<file path="src/motor_regs_pkg.sv">
// Constants, field positions and carrier types for the motor status registers.
package motor_regs_pkg;

  // Register byte offsets in the volatile space.
  localparam logic [7:0] FAULT_FLAGS_OFS   = 8'hE2;
  localparam logic [7:0] SYS_STATUS_A_OFS  = 8'hE4;
  localparam logic [7:0] MOTOR_PARAM_OFS   = 8'hE6;
  localparam logic [7:0] MEAS_STATUS_OFS   = 8'hE8;
  localparam logic [7:0] DEV_CTRL_OFS      = 8'hEA;

  // Fault word field positions.
  localparam int FLT_SUMMARY_BIT   = 31;
  localparam int FLT_POS_FREQ_BIT  = 29;
  localparam int FLT_POS_T1_BIT    = 28;
  localparam int FLT_POS_T2_BIT    = 27;
  localparam int FLT_BUS_ILIM_BIT  = 26;
  localparam int FLT_MEAS_RL_BIT   = 25;
  localparam int FLT_MEAS_BEMF_BIT = 24;
  localparam int FLT_ABN_SPD_BIT   = 23;
  localparam int FLT_ABNORMAL_BACKEMF_LOCK_BIT  = 22;
  localparam int FLT_NO_MOTOR_BIT  = 21;
  localparam int FLT_ANY_LOCK_BIT  = 20;
  localparam int FLT_LOCK_LIM_BIT  = 19;
  localparam int FLT_HW_LOCK_BIT   = 18;
  localparam int FLT_SUP_LOW_BIT   = 17;
  localparam int FLT_SUP_HIGH_BIT  = 16;
  localparam int FLT_SPD_SAT_BIT   = 15;
  localparam int FLT_CUR_SAT_BIT   = 14;
  localparam int FLT_WDOG_BIT      = 3;

  // Control word field positions.
  localparam int CTL_NVM_STORE_BIT = 31;
  localparam int CTL_NVM_LOAD_BIT  = 30;
  localparam int CTL_FLT_CLR_BIT   = 29;
  localparam int CTL_RETRY_CLR_BIT = 28;
  localparam int CTL_ANGLE_HI      = 19;
  localparam int CTL_ANGLE_LO      = 11;
  localparam int CTL_TICKLE_BIT    = 10;

  // Reset values and the angle modulus.
  localparam logic [31:0] DEV_CTRL_RESET = 32'h0000_0000;
  localparam logic [8:0]  ANGLE_RESET    = 9'h000;
  localparam logic [8:0]  ANGLE_FULL     = 9'h168;

  // Raw fault events from the detection logic (levels).
  typedef struct packed {
    logic position_detect_freq_error;
    logic position_detect_timing1_error;
    logic position_detect_timing2_error;
    logic bus_current_limit_active;
    logic param_meas_rl_error;
    logic param_meas_backemf_error;
    logic abnormal_speed_lock;
    logic abnormal_backemf_lock;
    logic motor_absent_fault;
    logic current_lock_limit_fault;
    logic hard_current_lock_limit_fault;
    logic supply_low_fault;
    logic supply_high_fault;
    logic speed_loop_saturated;
    logic current_loop_saturated;
    logic host_timeout_fault;
  } fault_in_s;

  // Register access request.
  typedef struct packed {
    logic       rd;
    logic       wr;
    logic [7:0] addr;
    logic [31:0] wdata;
  } reg_req_s;

  // Whole module state.
  typedef struct packed {
    logic [31:0] fault_q;
    logic        nvm_store_q;
    logic        nvm_load_q;
    logic [8:0]  angle_q;
    logic [8:0]  angle_mod_q;
    logic        tickle_q;
    logic        tickle_pulse_q;
    logic        fault_clear_strobe_q;
    logic        retry_counter_clear_q;
    logic [31:0] rdata_q;
    logic        rvalid_q;
  } state_s;

endpackage : motor_regs_pkg

</file>
<file path="src/motor_fault_status_control_regs.sv">
// Controller fault status, system status and device control registers.
`timescale 1ns/1ps

// How it works
// - Bit 31 is OR of fault flags.
// - Bit 29 flags position detect frequency fault.
// - Bits 28, 27 flag position timing faults.
// - Bit 26 shows bus current limit active.
// - Bit 25 flags resistance/inductance measurement error.
// - Bit 24 flags back-EMF measurement error.
// - Bits 23, 22 flag abnormal lock conditions.
// - Bit 21 flags absent motor.
// - Bit 20 set when any lock triggers.
// - Bits 19, 18 flag current lock limits.
// - Bits 17, 16 flag supply under/over voltage.
// - Bits 15, 14 flag loop saturation.
// - Control word sits at offset EAh.
// - Status words sit at E4h, E6h, E8h.
// - Bits 31/30 store or reload non-volatile configuration.
// - Bits 29/28 clear faults, retry counter.
// - Bits 19:11 give alignment angle modulo 360.
// - Host tickles bit 10; device clears it.
module motor_fault_status_control_regs
  import motor_regs_pkg::*;
(
  // Clock and reset from the device core.
  input  wire logic        sys_clk,
  input  wire logic        nrst,
  // Host access and live inputs from the same clock domain.
  input  wire reg_req_s    req,
  input  wire fault_in_s   faults,
  input  wire logic [31:0] sys_status_a,
  input  wire logic [31:0] motor_params,
  input  wire logic [31:0] meas_status,
  input  wire logic        nvm_busy,
  // Read answer and control outputs, all registered.
  output logic [31:0]      rdata,
  output logic             rvalid,
  output logic             nvm_store_request,
  output logic             nvm_load_request,
  output logic             fault_clear_strobe,
  output logic             retry_counter_clear,
  output logic [8:0]       align_angle,
  output logic             tickle_pulse
);

  // Current and next state.
  state_s s_q;
  state_s s_d;

  // True when an address names a register of this block.
  function automatic logic mapped(input logic [7:0] a);
    mapped = (a == FAULT_FLAGS_OFS) || (a == SYS_STATUS_A_OFS) ||
             (a == MOTOR_PARAM_OFS) || (a == MEAS_STATUS_OFS) ||
             (a == DEV_CTRL_OFS);
  endfunction : mapped

  // Fold a 9-bit angle into 0..359; one subtraction covers 360..511.
  function automatic logic [8:0] wrap_angle(input logic [8:0] a);
    wrap_angle = (a >= ANGLE_FULL) ? 9'(a - ANGLE_FULL) : a;
  endfunction : wrap_angle

  // Fault word as seen by the host, rebuilt each cycle from live events.
  logic [31:0] fault_live;
  logic        any_lock;
  logic        ctl_write;
  logic [31:0] ctrl_view;

  // Gather raw flags into their bit positions.
  always_comb begin
    fault_live = 32'h0000_0000;
    any_lock = faults.abnormal_speed_lock | faults.abnormal_backemf_lock |
               faults.motor_absent_fault | faults.current_lock_limit_fault |
               faults.hard_current_lock_limit_fault;
    fault_live[FLT_POS_FREQ_BIT]  = faults.position_detect_freq_error;
    fault_live[FLT_POS_T1_BIT]    = faults.position_detect_timing1_error;
    fault_live[FLT_POS_T2_BIT]    = faults.position_detect_timing2_error;
    fault_live[FLT_BUS_ILIM_BIT]  = faults.bus_current_limit_active;
    fault_live[FLT_MEAS_RL_BIT]   = faults.param_meas_rl_error;
    fault_live[FLT_MEAS_BEMF_BIT] = faults.param_meas_backemf_error;
    fault_live[FLT_ABN_SPD_BIT]   = faults.abnormal_speed_lock;
    fault_live[FLT_ABNORMAL_BACKEMF_LOCK_BIT]  = faults.abnormal_backemf_lock;
    fault_live[FLT_NO_MOTOR_BIT]  = faults.motor_absent_fault;
    fault_live[FLT_ANY_LOCK_BIT]  = any_lock;
    fault_live[FLT_LOCK_LIM_BIT]  = faults.current_lock_limit_fault;
    fault_live[FLT_HW_LOCK_BIT]   = faults.hard_current_lock_limit_fault;
    fault_live[FLT_SUP_LOW_BIT]   = faults.supply_low_fault;
    fault_live[FLT_SUP_HIGH_BIT]  = faults.supply_high_fault;
    fault_live[FLT_SPD_SAT_BIT]   = faults.speed_loop_saturated;
    fault_live[FLT_CUR_SAT_BIT]   = faults.current_loop_saturated;
    // The host timeout fault sits alone below the reserved field.
    fault_live[FLT_WDOG_BIT]      = faults.host_timeout_fault;
    fault_live[FLT_SUMMARY_BIT]   = |fault_live[30:0];
  end

  // Write-only fields of the control word read back as zero.
  always_comb begin
    ctrl_view = 32'h0000_0000;
    ctrl_view[CTL_NVM_STORE_BIT] = s_q.nvm_store_q;
    ctrl_view[CTL_NVM_LOAD_BIT]  = s_q.nvm_load_q;
    ctrl_view[CTL_TICKLE_BIT]    = s_q.tickle_q;
    // Angle and clear fields are write-only, so they read as zero.
  end

  assign ctl_write = req.wr && (req.addr == DEV_CTRL_OFS);

  // Next-state logic for the whole block.
  always_comb begin
    // Every field holds unless a branch below says otherwise.
    s_d = s_q;
    // Strobes last one cycle unless written again.
    s_d.fault_clear_strobe_q  = 1'b0;
    s_d.retry_counter_clear_q = 1'b0;
    s_d.tickle_pulse_q        = 1'b0;
    s_d.rvalid_q              = 1'b0;
    // Fault flags mirror the detectors; they stay latched in the core.
    // Reads use the live word, so the host never sees a stale flag.
    s_d.fault_q = fault_live;
    // requests drop once storage is idle again
    if (!nvm_busy) begin
      s_d.nvm_store_q = 1'b0;
      s_d.nvm_load_q  = 1'b0;
    end
    // device clears tickle after one cycle
    if (s_q.tickle_q) begin
      s_d.tickle_q = 1'b0;
    end
    // Writes come last, so a set in the same cycle beats a clear.
    if (ctl_write) begin
      if (req.wdata[CTL_NVM_STORE_BIT]) begin
        s_d.nvm_store_q = 1'b1;
      end
      if (req.wdata[CTL_NVM_LOAD_BIT]) begin
        s_d.nvm_load_q = 1'b1;
      end
      s_d.fault_clear_strobe_q  = req.wdata[CTL_FLT_CLR_BIT];
      s_d.retry_counter_clear_q = req.wdata[CTL_RETRY_CLR_BIT];
      // angle field stored raw, applied folded
      s_d.angle_q     = req.wdata[CTL_ANGLE_HI:CTL_ANGLE_LO];
      s_d.angle_mod_q = wrap_angle(req.wdata[CTL_ANGLE_HI:CTL_ANGLE_LO]);
      if (req.wdata[CTL_TICKLE_BIT]) begin
        s_d.tickle_q       = 1'b1;
        s_d.tickle_pulse_q = 1'b1;
      end
    end
    // Read path; unmapped offsets answer zero.
    if (req.rd) begin
      s_d.rvalid_q = 1'b1;
      case (req.addr)
        FAULT_FLAGS_OFS:  s_d.rdata_q = fault_live;
        SYS_STATUS_A_OFS: s_d.rdata_q = sys_status_a;
        MOTOR_PARAM_OFS:  s_d.rdata_q = motor_params;
        MEAS_STATUS_OFS:  s_d.rdata_q = meas_status;
        DEV_CTRL_OFS:     s_d.rdata_q = ctrl_view;
        default:          s_d.rdata_q = 32'h0000_0000;
      endcase
    end
  end

  // State register.
  always_ff @(posedge sys_clk or negedge nrst) begin
    if (!nrst) begin
      s_q <= '0;
    end else begin
      s_q <= s_d;
    end
  end

  // Outputs straight from flops.
  // Nothing is decoded on the way out, so outputs carry no glitches.
  assign rdata               = s_q.rdata_q;
  assign rvalid              = s_q.rvalid_q;
  assign nvm_store_request   = s_q.nvm_store_q;
  assign nvm_load_request    = s_q.nvm_load_q;
  assign fault_clear_strobe  = s_q.fault_clear_strobe_q;
  assign retry_counter_clear = s_q.retry_counter_clear_q;
  assign align_angle         = s_q.angle_mod_q;
  assign tickle_pulse        = s_q.tickle_pulse_q;

  // Helper for the checks: a read of the fault word is taken this edge.
  logic fault_read;
  assign fault_read = req.rd && (req.addr == FAULT_FLAGS_OFS);

  // Checks beside the logic; every one watches what this block drives.
  // summary follows flags
  summary_or_a: assert property (@(posedge sys_clk)
    disable iff (!nrst) fault_read |=> rdata[31] == (|rdata[30:0]))
    else $error("summary bit disagrees with flags");
  pos_freq_a: assert property (@(posedge sys_clk)
    disable iff (!nrst) fault_read |=>
      rdata[29] == $past(faults.position_detect_freq_error))
    else $error("frequency fault bit wrong");
  pos_timing_a: assert property (@(posedge sys_clk)
    disable iff (!nrst) fault_read |=>
      rdata[28:27] == {$past(faults.position_detect_timing1_error),
                       $past(faults.position_detect_timing2_error)})
    else $error("timing fault bits wrong");
  ilim_a: assert property (@(posedge sys_clk)
    disable iff (!nrst)
    s_q.fault_q[26] == $past(faults.bus_current_limit_active))
    else $error("current limit bit wrong");
  meas_a: assert property (@(posedge sys_clk)
    disable iff (!nrst)
    s_q.fault_q[25:24] == {$past(faults.param_meas_rl_error),
                           $past(faults.param_meas_backemf_error)})
    else $error("measurement bits wrong");
  abn_lock_a: assert property (@(posedge sys_clk)
    disable iff (!nrst) fault_read |=>
      rdata[23:22] == {$past(faults.abnormal_speed_lock),
                       $past(faults.abnormal_backemf_lock)})
    else $error("abnormal lock bits wrong");
  no_motor_a: assert property (@(posedge sys_clk)
    disable iff (!nrst) fault_read |=>
      rdata[21] == $past(faults.motor_absent_fault))
    else $error("motor absent bit wrong");
  lock_a: assert property (@(posedge sys_clk)
    disable iff (!nrst) s_q.fault_q[20] ==
      (|{s_q.fault_q[23:21], s_q.fault_q[19:18]}))
    else $error("lock bits wrong");
  lock_limit_a: assert property (@(posedge sys_clk)
    disable iff (!nrst) fault_read |=>
      rdata[19:18] == {$past(faults.current_lock_limit_fault),
                       $past(faults.hard_current_lock_limit_fault)})
    else $error("current lock limit bits wrong");
  supply_a: assert property (@(posedge sys_clk)
    disable iff (!nrst)
    s_q.fault_q[17:14] == {$past(faults.supply_low_fault),
      $past(faults.supply_high_fault), $past(faults.speed_loop_saturated),
      $past(faults.current_loop_saturated)})
    else $error("supply or loop bits wrong");
  loop_sat_a: assert property (@(posedge sys_clk)
    disable iff (!nrst) fault_read |=>
      rdata[15:14] == {$past(faults.speed_loop_saturated),
                       $past(faults.current_loop_saturated)})
    else $error("loop saturation bits wrong");
  ctrl_offset_a: assert property (@(posedge sys_clk)
    disable iff (!nrst) req.wr && req.addr != DEV_CTRL_OFS |=>
      !fault_clear_strobe && !retry_counter_clear && !tickle_pulse)
    else $error("write to other offset took effect");
  status_read_a: assert property (@(posedge sys_clk)
    disable iff (!nrst) req.rd && req.addr == SYS_STATUS_A_OFS |=>
      rvalid && rdata == $past(sys_status_a))
    else $error("status word read wrong");
  store_req_a: assert property (@(posedge sys_clk)
    disable iff (!nrst) ctl_write && req.wdata[CTL_NVM_STORE_BIT] |=>
      nvm_store_request)
    else $error("store request not raised");
  load_req_a: assert property (@(posedge sys_clk)
    disable iff (!nrst) ctl_write && req.wdata[CTL_NVM_LOAD_BIT] |=>
      nvm_load_request)
    else $error("load request not raised");
  clear_a: assert property (@(posedge sys_clk)
    disable iff (!nrst) ctl_write |=>
      fault_clear_strobe == $past(req.wdata[CTL_FLT_CLR_BIT]) &&
      retry_counter_clear == $past(req.wdata[CTL_RETRY_CLR_BIT]))
    else $error("fault clear strobe wrong");
  strobe_drop_a: assert property (@(posedge sys_clk)
    disable iff (!nrst) !ctl_write |=>
      !fault_clear_strobe && !retry_counter_clear)
    else $error("clear strobe held too long");
  angle_a: assert property (@(posedge sys_clk)
    disable iff (!nrst) ctl_write |=> align_angle < ANGLE_FULL &&
      align_angle == 9'($past(req.wdata[CTL_ANGLE_HI:CTL_ANGLE_LO]) %
                        ANGLE_FULL))
    else $error("alignment angle wrong");
  angle_store_a: assert property (@(posedge sys_clk)
    disable iff (!nrst) align_angle == 9'(s_q.angle_q % ANGLE_FULL))
    else $error("stored and applied angle disagree");
  tickle_set_a: assert property (@(posedge sys_clk)
    disable iff (!nrst) ctl_write && req.wdata[CTL_TICKLE_BIT] |=>
      tickle_pulse && s_q.tickle_q)
    else $error("tickle write not seen");
  tickle_a: assert property (@(posedge sys_clk)
    disable iff (!nrst) s_q.tickle_q && !ctl_write |=> !s_q.tickle_q)
    else $error("tickle bit not self cleared");
  unmapped_a: assert property (@(posedge sys_clk)
    disable iff (!nrst) req.rd && !mapped(req.addr) |=>
      rvalid && rdata == 32'h0000_0000)
    else $error("reserved offset read nonzero");
  reserved_ctl_a: assert property (@(posedge sys_clk)
    disable iff (!nrst) req.rd && req.addr == DEV_CTRL_OFS |=>
      (rdata & 32'h3FFF_FBFF) == 32'h0000_0000)
    else $error("control word reserved bits nonzero");
  reserved_flt_a: assert property (@(posedge sys_clk)
    disable iff (!nrst) fault_read |=>
      (rdata & 32'h4000_3FF7) == 32'h0000_0000)
    else $error("fault word reserved bits nonzero");
  // Main scenarios: storage transfers, tickle, faults, angle wrap.
  store_c: cover property (@(posedge sys_clk) disable iff (!nrst)
    nvm_store_request ##[1:20] !nvm_store_request);
  load_c: cover property (@(posedge sys_clk) disable iff (!nrst)
    nvm_load_request);
  tickle_c: cover property (@(posedge sys_clk) disable iff (!nrst)
    tickle_pulse);
  fault_c: cover property (@(posedge sys_clk) disable iff (!nrst)
    rvalid && rdata[31]);
  wrap_c: cover property (@(posedge sys_clk) disable iff (!nrst)
    s_q.angle_q >= ANGLE_FULL);

endmodule : motor_fault_status_control_regs

</file>
<file path="config.mk">
export PLATFORM = sky130hd
export DESIGN_NAME = motor_fault_status_control_regs
export DESIGN_NICKNAME = d
export VERILOG_FILES = /design/src/motor_regs_pkg.sv /design/src/motor_fault_status_control_regs.sv
export SDC_FILE = /design/constraint.sdc
export NUM_CORES = 1
export LEC_CHECK = 0
export ABC_AREA = 1
export ABC_CLOCK_PERIOD_IN_PS = 1390
export BUFFER_PORTS_ARGS = -buffer_cell sky130_fd_sc_hd__buf_2
export CAP_MARGIN = 15
export CORE_MARGIN = 2
export CORE_UTILIZATION = 42
export CTS_CLUSTER_DIAMETER = 200
export DETAILED_ROUTE_END_ITERATION = 10
export PLACE_DENSITY_LB_ADDON = 0.3
export SYNTH_ARGS = -nofsm -noshare
export SYNTH_HDL_FRONTEND = slang
export SYNTH_SLANG_ARGS = --single-unit
</file>
<file path="constraint.sdc">
create_clock -name sys_clk -period 1.39 [get_ports sys_clk]
set_input_delay 0.2085 -clock sys_clk [delete_from_list [all_inputs] [get_ports sys_clk]]
set_output_delay 0.2085 -clock sys_clk [all_outputs]
set_load 0.1 [all_outputs]
</file>
==> reports/results.ini, run 1 <==
[cells_and_area]
multi_input_gate_area_um2=1599
final_layout_size_suffix_gt1_share_pct=36.80
final-seq-area_um2=1177
num-fill-cells=664
antenna-diode-count=0
final_nets=782
area.growth.synth_to_final_pct=39.86

[die]
die_w_um=88.84
floorplan.die_area_um2=7892
chipHeight_um=88.84
fp.coreArea_um2=6869
initial_core_util_pct=44.01
ioPinCount=204
placement_rows=30

[job]
maxCapViolCount=0

[timing]
worst_pin_slew_ns=0.5185
finalSetupViolCount=0
timing.final.crit_period_ns=1.346
timing_max_transition_violations_final=0
final.period_utilization_pct=96.82
final-hold-violation-count=0
fin_worst_skew_ns=0.008743
grt_setup_unrepaired=no
timing.setup.tns_ns=0
max_slew_margin_pct=65.67
max_freq_mhz=743.0
final_hold_slack_ns=0.09954

[yosys]
yosys_warns=0
postSynthRegisterBits=47
synth_xor_xnor_area_share_pct=0
yosys.area.top_type_share_pct=38.91
post_synth_fa_ha_maj_area_fraction_pct=0.4139
synthArstFlopShare_pct=100.0
post_synth_inst_count=443
syn_area_per_cell_um2=6.824
synth_largest_area_cell=dfrtp_1
synth_seq_area_share_pct=38.91
yosys-mux-area-fraction_pct=0
postSynth.topFlopCell=dfrtp_1
syn_area_um2=3023
synth.lib_cells_used.distinct=22
synth_simple_gate_area_share_pct=50.79
synth_common_cells=nand2_1, nand3_1, dfrtp_1
syn_nets=601
synth-compound-area-share_pct=1.531
largest_family_of_logic_cells_by_synthesized_area=simple AND/OR/NAND/NOR gates
most_used_standard_cell_by_instance_count_after_synthesis=nand2_1
post_synth_main_area_contributors=dfrtp_1, nand3_1, nand2_1
edff_count_synth=0

[route]
drtAntennaViolNets=0
post_drt_via_cell_ratio=5.114
drt_wl_total_mm=9.801
post_drt_wl_per_cell_um=13.59
drt_iter0_markers=159
post-route-drc-count=0
dr.pass1.iters=4
vias=3687

[worst_setup_path]
cp_delay_by_family_top=buffers and inverters
endpoint_kind=output pin
worstPathRequired_ns=1.18
r2r.worst_path.cells=6
cp.buffers_inverters=1
cp_data_arrival_time_ns=1.14
setup.reg_to_reg.worst_slack_ns=0.47
rr_startpoint=nvm_store_request
crit_path_max_incr_delay_ns=0.44
timing.critical_path.cells=buf_2
crit_slowest_cell=buf_2
timing.critical_path.from_type=flop
r2r-end=rdata[31]
worst-path-max-fanout=3
critical_path_class=reg -> out

[outcome]
run_status=complete, no violations

[power]
design_power_total_mw=2.875
power.ir.vdd_worst_uv=394.3
leakagePower_nw=2.433
total_power_per_unit_cell_area_nw_per_um2=679.9

[clocking]
insertion_delay_ns=0.30
cts.root.buffer_cell=clkbuf_8
cts-resized-gates=0
maximum_buffer_depth_of_the_clock_tree=2
clock_transition_time_at_the_flip_flop_clock_pins_of_the_worst_setup_and_hold_paths_ns=0.09
cts_tree=built
clkSinkCount=47
clock_tree.htree_level_count=2
cts_made_buffers=5

[global_routing]
antenna_found_initial=0
grt_first_pass_wirelength_mm=14.61
global_route.usage.total_pct=23.63
remaining_global_route_overflow=0
grt_start_max_net_pins=48
grt_pass1_vias=3214

[worst_hold_path]
min_from=req[29]
min_path_type=in -> reg
whs_path_depth=3
hold_path_end=fault_clear_strobe

[placement]
numPortBuffers=185
globalplace.congestion=0.8574
hpwl_mm=7.509

==> logic make-up after synthesis <==
group | count (synthesis)
fa+ha+maj | 1
buf+inv | 54
simple gates | 334
compound gates | 7
flops | 47
==> what timing repair did <==
action,CTS,global route
buffers inserted,0,0
endpoints found under the setup margin,0,0
endpoints found under the hold margin,47,0
hold buffers,1,0
==> flip-flops by register name, indices dropped and copies added, names as in the netlist <==
name,flops
fault_clear_strobe,1
align_angle,6
tickle_pulse,1
retry_counter_clear,1
s_q,3
rvalid,1
rdata,32
nvm_load_request,1
nvm_store_request,1
==> worst min-delay path: stages <==
cell	delay, ns
buf_2	0.09
inv_1	0.04
nor2_1	0.03
==> stage by stage <==
stage	util [%]	setup slack, ns	cell area (µm²)	instances
floorplan	-	0.05286	3024	443
global placement	60.11	0.08939	4129	712
detailed placement	60.11	0.02440	4129	712
CTS	61.55	0.01645	4228	721
global route	61.55	0.006345	4228	721
finish	61.55	0.04418	4228	721
==> how the worst max path moves through the flow <==
stage / startpoint / end / slack [ns] / cells past startpoint
finish: nvm_load_request / nvm_load_request / 0.04 / 1
global route: nvm_load_request / nvm_load_request / 0.006 / 1
CTS: nvm_load_request / nvm_load_request / 0.02 / 1
detailed placement: req[14] / align_angle[5] / 0.02 / 9
global placement: req[14] / align_angle[5] / 0.09 / 9
floorplan: nvm_load_request / rdata[30] / 0.05 / 4
==> area by class of cell <==
type | instances | share of cell area [%]
Sequential cell | 47 | 27.85
Inverter | 23 | 2.042
Multi-Input combinational cell | 342 | 37.82
Clock buffer | 5 | 1.628
Clock inverter | 3 | 0.4735
Tap cell | 96 | 2.841
Timing Repair Buffer | 205 | 27.35
==> metal layers <==
metal / vias to the layer above / global-route usage, % / wire, µm
met5: - / 0 / 0
met4: 0 / 8.953 / 241
met3: 18 / 4.664 / 734
met2: 149 / 40.50 / 4774
met1: 1688 / 29.30 / 4050
li1: 1832 / - / -
==> cells in the final DEF (no fill, tap or decap), drive strengths merged <==
cell type | Yosys | final
dfrtp | 47 | 47
dlygate4sd3 | 0 | 1
a22o | 1 | 1
nor2 | 25 | 25
nand4 | 20 | 20
ha | 1 | 1
o21ai | 6 | 6
clkinvlp | 0 | 2
buf | 27 | 204
nor3 | 2 | 2
nand2 | 147 | 147
clkbuf | 4 | 5
nand3 | 140 | 140
clkinv | 0 | 1
inv | 23 | 23
==> power breakdown <==
part	internal [mW]	leakage, nW	total, mW	switching, mW
registers	1.39	0.650	1.40	0.0105
logic	0.228	1.74	0.652	0.424
clock network	0.351	0.0402	0.825	0.474
Note: power is estimated with default switching activity, not from simulation.
==> run 2, diff against run 1 <==
--- a/config.mk
+++ b/config.mk
@@ -13,6 +13,7 @@
 export CORE_UTILIZATION = 42
 export CTS_CLUSTER_DIAMETER = 200
 export DETAILED_ROUTE_END_ITERATION = 10
+export GPL_TIMING_DRIVEN = 0
 export PLACE_DENSITY_LB_ADDON = 0.3
 export SYNTH_ARGS = -nofsm -noshare
 export SYNTH_HDL_FRONTEND = slang
==> run 2 against run 1 <==
  * Global-route usage increased by 3.2 points
  * Sequential cell count did not move
  * Utilization down 0.58 points
  * Clock skew decreased by 0.0058 ns
  * Final area decreased by 0.95%
  * Critical endpoint unchanged
  * Clock power increased by 26%
==> reports/results.ini, run 2 (synthesis results as in run 1) <==
[outcome]
run_status=complete, no violations

[global_routing]
antenna_found_initial=0  ; unchanged
global_route.usage.total_pct=26.80  ; +3.2 points
grt_pass1_vias=3448  ; +7.3%
grt_start_max_net_pins=48  ; unchanged
grt_first_pass_wirelength_mm=16.35  ; +12%
remaining_global_route_overflow=0  ; unchanged

[route]
drtAntennaViolNets=0  ; unchanged
post_drt_via_cell_ratio=5.284  ; +3.3%
post-route-drc-count=0  ; unchanged
drt_wl_total_mm=10.74  ; +9.6%
post_drt_wl_per_cell_um=14.67  ; +7.9%
drt_iter0_markers=220  ; +38%
vias=3868  ; +4.9%
dr.pass1.iters=5  ; +1

[timing]
final-hold-violation-count=0  ; unchanged
timing_max_transition_violations_final=0  ; unchanged
timing.setup.tns_ns=0  ; unchanged
final.period_utilization_pct=96.55  ; -0.27 points
timing.final.crit_period_ns=1.342  ; -0.003737 ns
worst_pin_slew_ns=1.053  ; +0.5347 ns
grt_setup_unrepaired=no
fin_worst_skew_ns=0.002984  ; -0.005759 ns
finalSetupViolCount=0  ; unchanged
max_freq_mhz=745.1  ; +0.28%
max_slew_margin_pct=29.78  ; -36 points

[power]
power.switching_fraction_pct=29.27  ; -2.3 points
power.ir.vdd_worst_uv=448.7  ; +14%
seqPwrFrac_pct=45.4  ; -3.2 points
combPwrFrac_pct=20.8  ; -1.9 points
design_power_total_mw=3.080  ; +7.1%
pwr-share-clk_pct=33.8  ; +5.1 points
p_int_mw=2.178  ; +11%
total_power_per_unit_cell_area_nw_per_um2=735.4  ; +8.2%
netSwitchingPower_mw=0.9014  ; -0.82%
leakagePower_nw=2.470  ; +1.5%

[worst_setup_path]
cp.buffers_inverters=1  ; unchanged
crit_slowest_cell=buf_2
endpoint_kind=output pin
critical_path_class=reg -> out
worst-path-max-fanout=3  ; unchanged
timing.critical_path.from_type=flop
worstPathRequired_ns=1.18  ; about the same
crit_path_max_incr_delay_ns=0.45  ; about the same
timing.critical_path.cells=buf_2
cp_data_arrival_time_ns=1.13  ; about the same
cp_delay_by_family_top=buffers and inverters

[die]
chipHeight_um=88.84  ; unchanged
die_w_um=88.84  ; unchanged
fp.coreArea_um2=6869  ; unchanged
floorplan.die_area_um2=7892  ; unchanged
placement_rows=30  ; unchanged
initial_core_util_pct=44.01  ; unchanged
ioPinCount=204  ; unchanged

[cells_and_area]
fin_cells=732  ; +1.5%
antenna-diode-count=0  ; unchanged
final_layout_size_suffix_gt1_share_pct=36.95  ; +0.15 points
largest_register_ff_count=32  ; unchanged
area.growth.synth_to_final_pct=38.53
mostFrequentLayoutCell=buf_2
layout_common_cells=buf_2, nand2_1, nand3_1
final_nets=793  ; +1.4%

[placement]
globalplace.congestion=0.9429  ; +10%
numPortBuffers=185  ; unchanged
hpwl_mm=8.422  ; +12%
numPlacedInstances=724  ; +1.7%

[clocking]
clock_transition_time_at_the_flip_flop_clock_pins_of_the_worst_setup_and_hold_paths_ns=0.09  ; about the same
insertion_delay_ns=0.30  ; about the same
hold_buf_count_cts=0  ; -1
cts_tree=built
cts_made_buffers=5  ; unchanged
maximum_buffer_depth_of_the_clock_tree=2  ; unchanged
clock_tree.htree_level_count=2  ; unchanged
clkSinkCount=47  ; unchanged
cts.root.buffer_cell=clkbuf_8
postCtsSetupRepairBufs=0  ; unchanged
cts-resized-gates=0  ; unchanged

[worst_hold_path]
min_path_type=in -> reg

[job]
maxCapViolCount=0  ; unchanged

run 2: cell count changes in the layout (fill, tap and decap cells not counted), sizes merged:
cell / delta
buf: +8
clkbuf: +5
clkinvlp: -2
bufinv: +1
dlygate4sd3: -1
run 2: final cells by class:
| class | instances | area, µm² |
|---|---|---|
| Inverter | 23 | 86.33 |
| Multi-Input combinational cell | 342 | 1594 |
| Tap cell | 96 | 120.1 |
| Fill cell | 712 | 2681 |
| Buffer | 31 | 166.4 |
| Clock inverter | 2 | 35.03 |
| Timing Repair Buffer | 185 | 925.9 |
| Clock buffer | 6 | 82.58 |
| Sequential cell | 47 | 1177 |
run 2: power groups by stage:
stage / registers (mW) / logic [mW] / clock network (mW)
after floorplan: 1.58 / 0.167 / 0
after global placement: 1.42 / 0.630 / 0
after detailed placement: 1.42 / 0.639 / 0
after CTS: 1.40 / 0.641 / 1.06
after global routing: 1.40 / 0.693 / 1.14
final: 1.40 / 0.640 / 1.04
run 2: worst paths after layout:
check                                  start                end  slack (ns)  cells after the start
max in group asynchronous               nrst  nvm_store_request        0.57                      1
max                         nvm_load_request   nvm_load_request        0.05                      1
max reg2reg                nvm_store_request          rdata[31]        0.48                      6
min                                  req[41]             rvalid        0.03                      1
min reg2reg                          s_q[46]            s_q[46]        0.47                      2
min in group asynchronous               nrst          rdata[23]        0.07                      1
run 2: through the flow:
step,worst slack (ns),utilization [%],hold WS (ns),cell area [µm²]
after detailed placement,-0.07505,59.25,0.3332,4070
after global routing,0.002423,60.97,0.02324,4188
final,0.04791,60.97,0.03133,4188
after floorplan,0.05286,-,-0.08709,3024
after CTS,0.03775,60.97,0.02164,4188
after global placement,-0.04166,59.25,0.3340,4070
run 2: layer usage:
metal  track usage [%]  share of wire, %  wire length (µm)  vias up
met4             10.47               2.7               285        0
met1             36.22                41              4414     1802
met3             3.825               6.9               744       26
met5                 0                 0                 0        -
li1                  -                 -                 -     1866
met2             43.35                49              5295      174
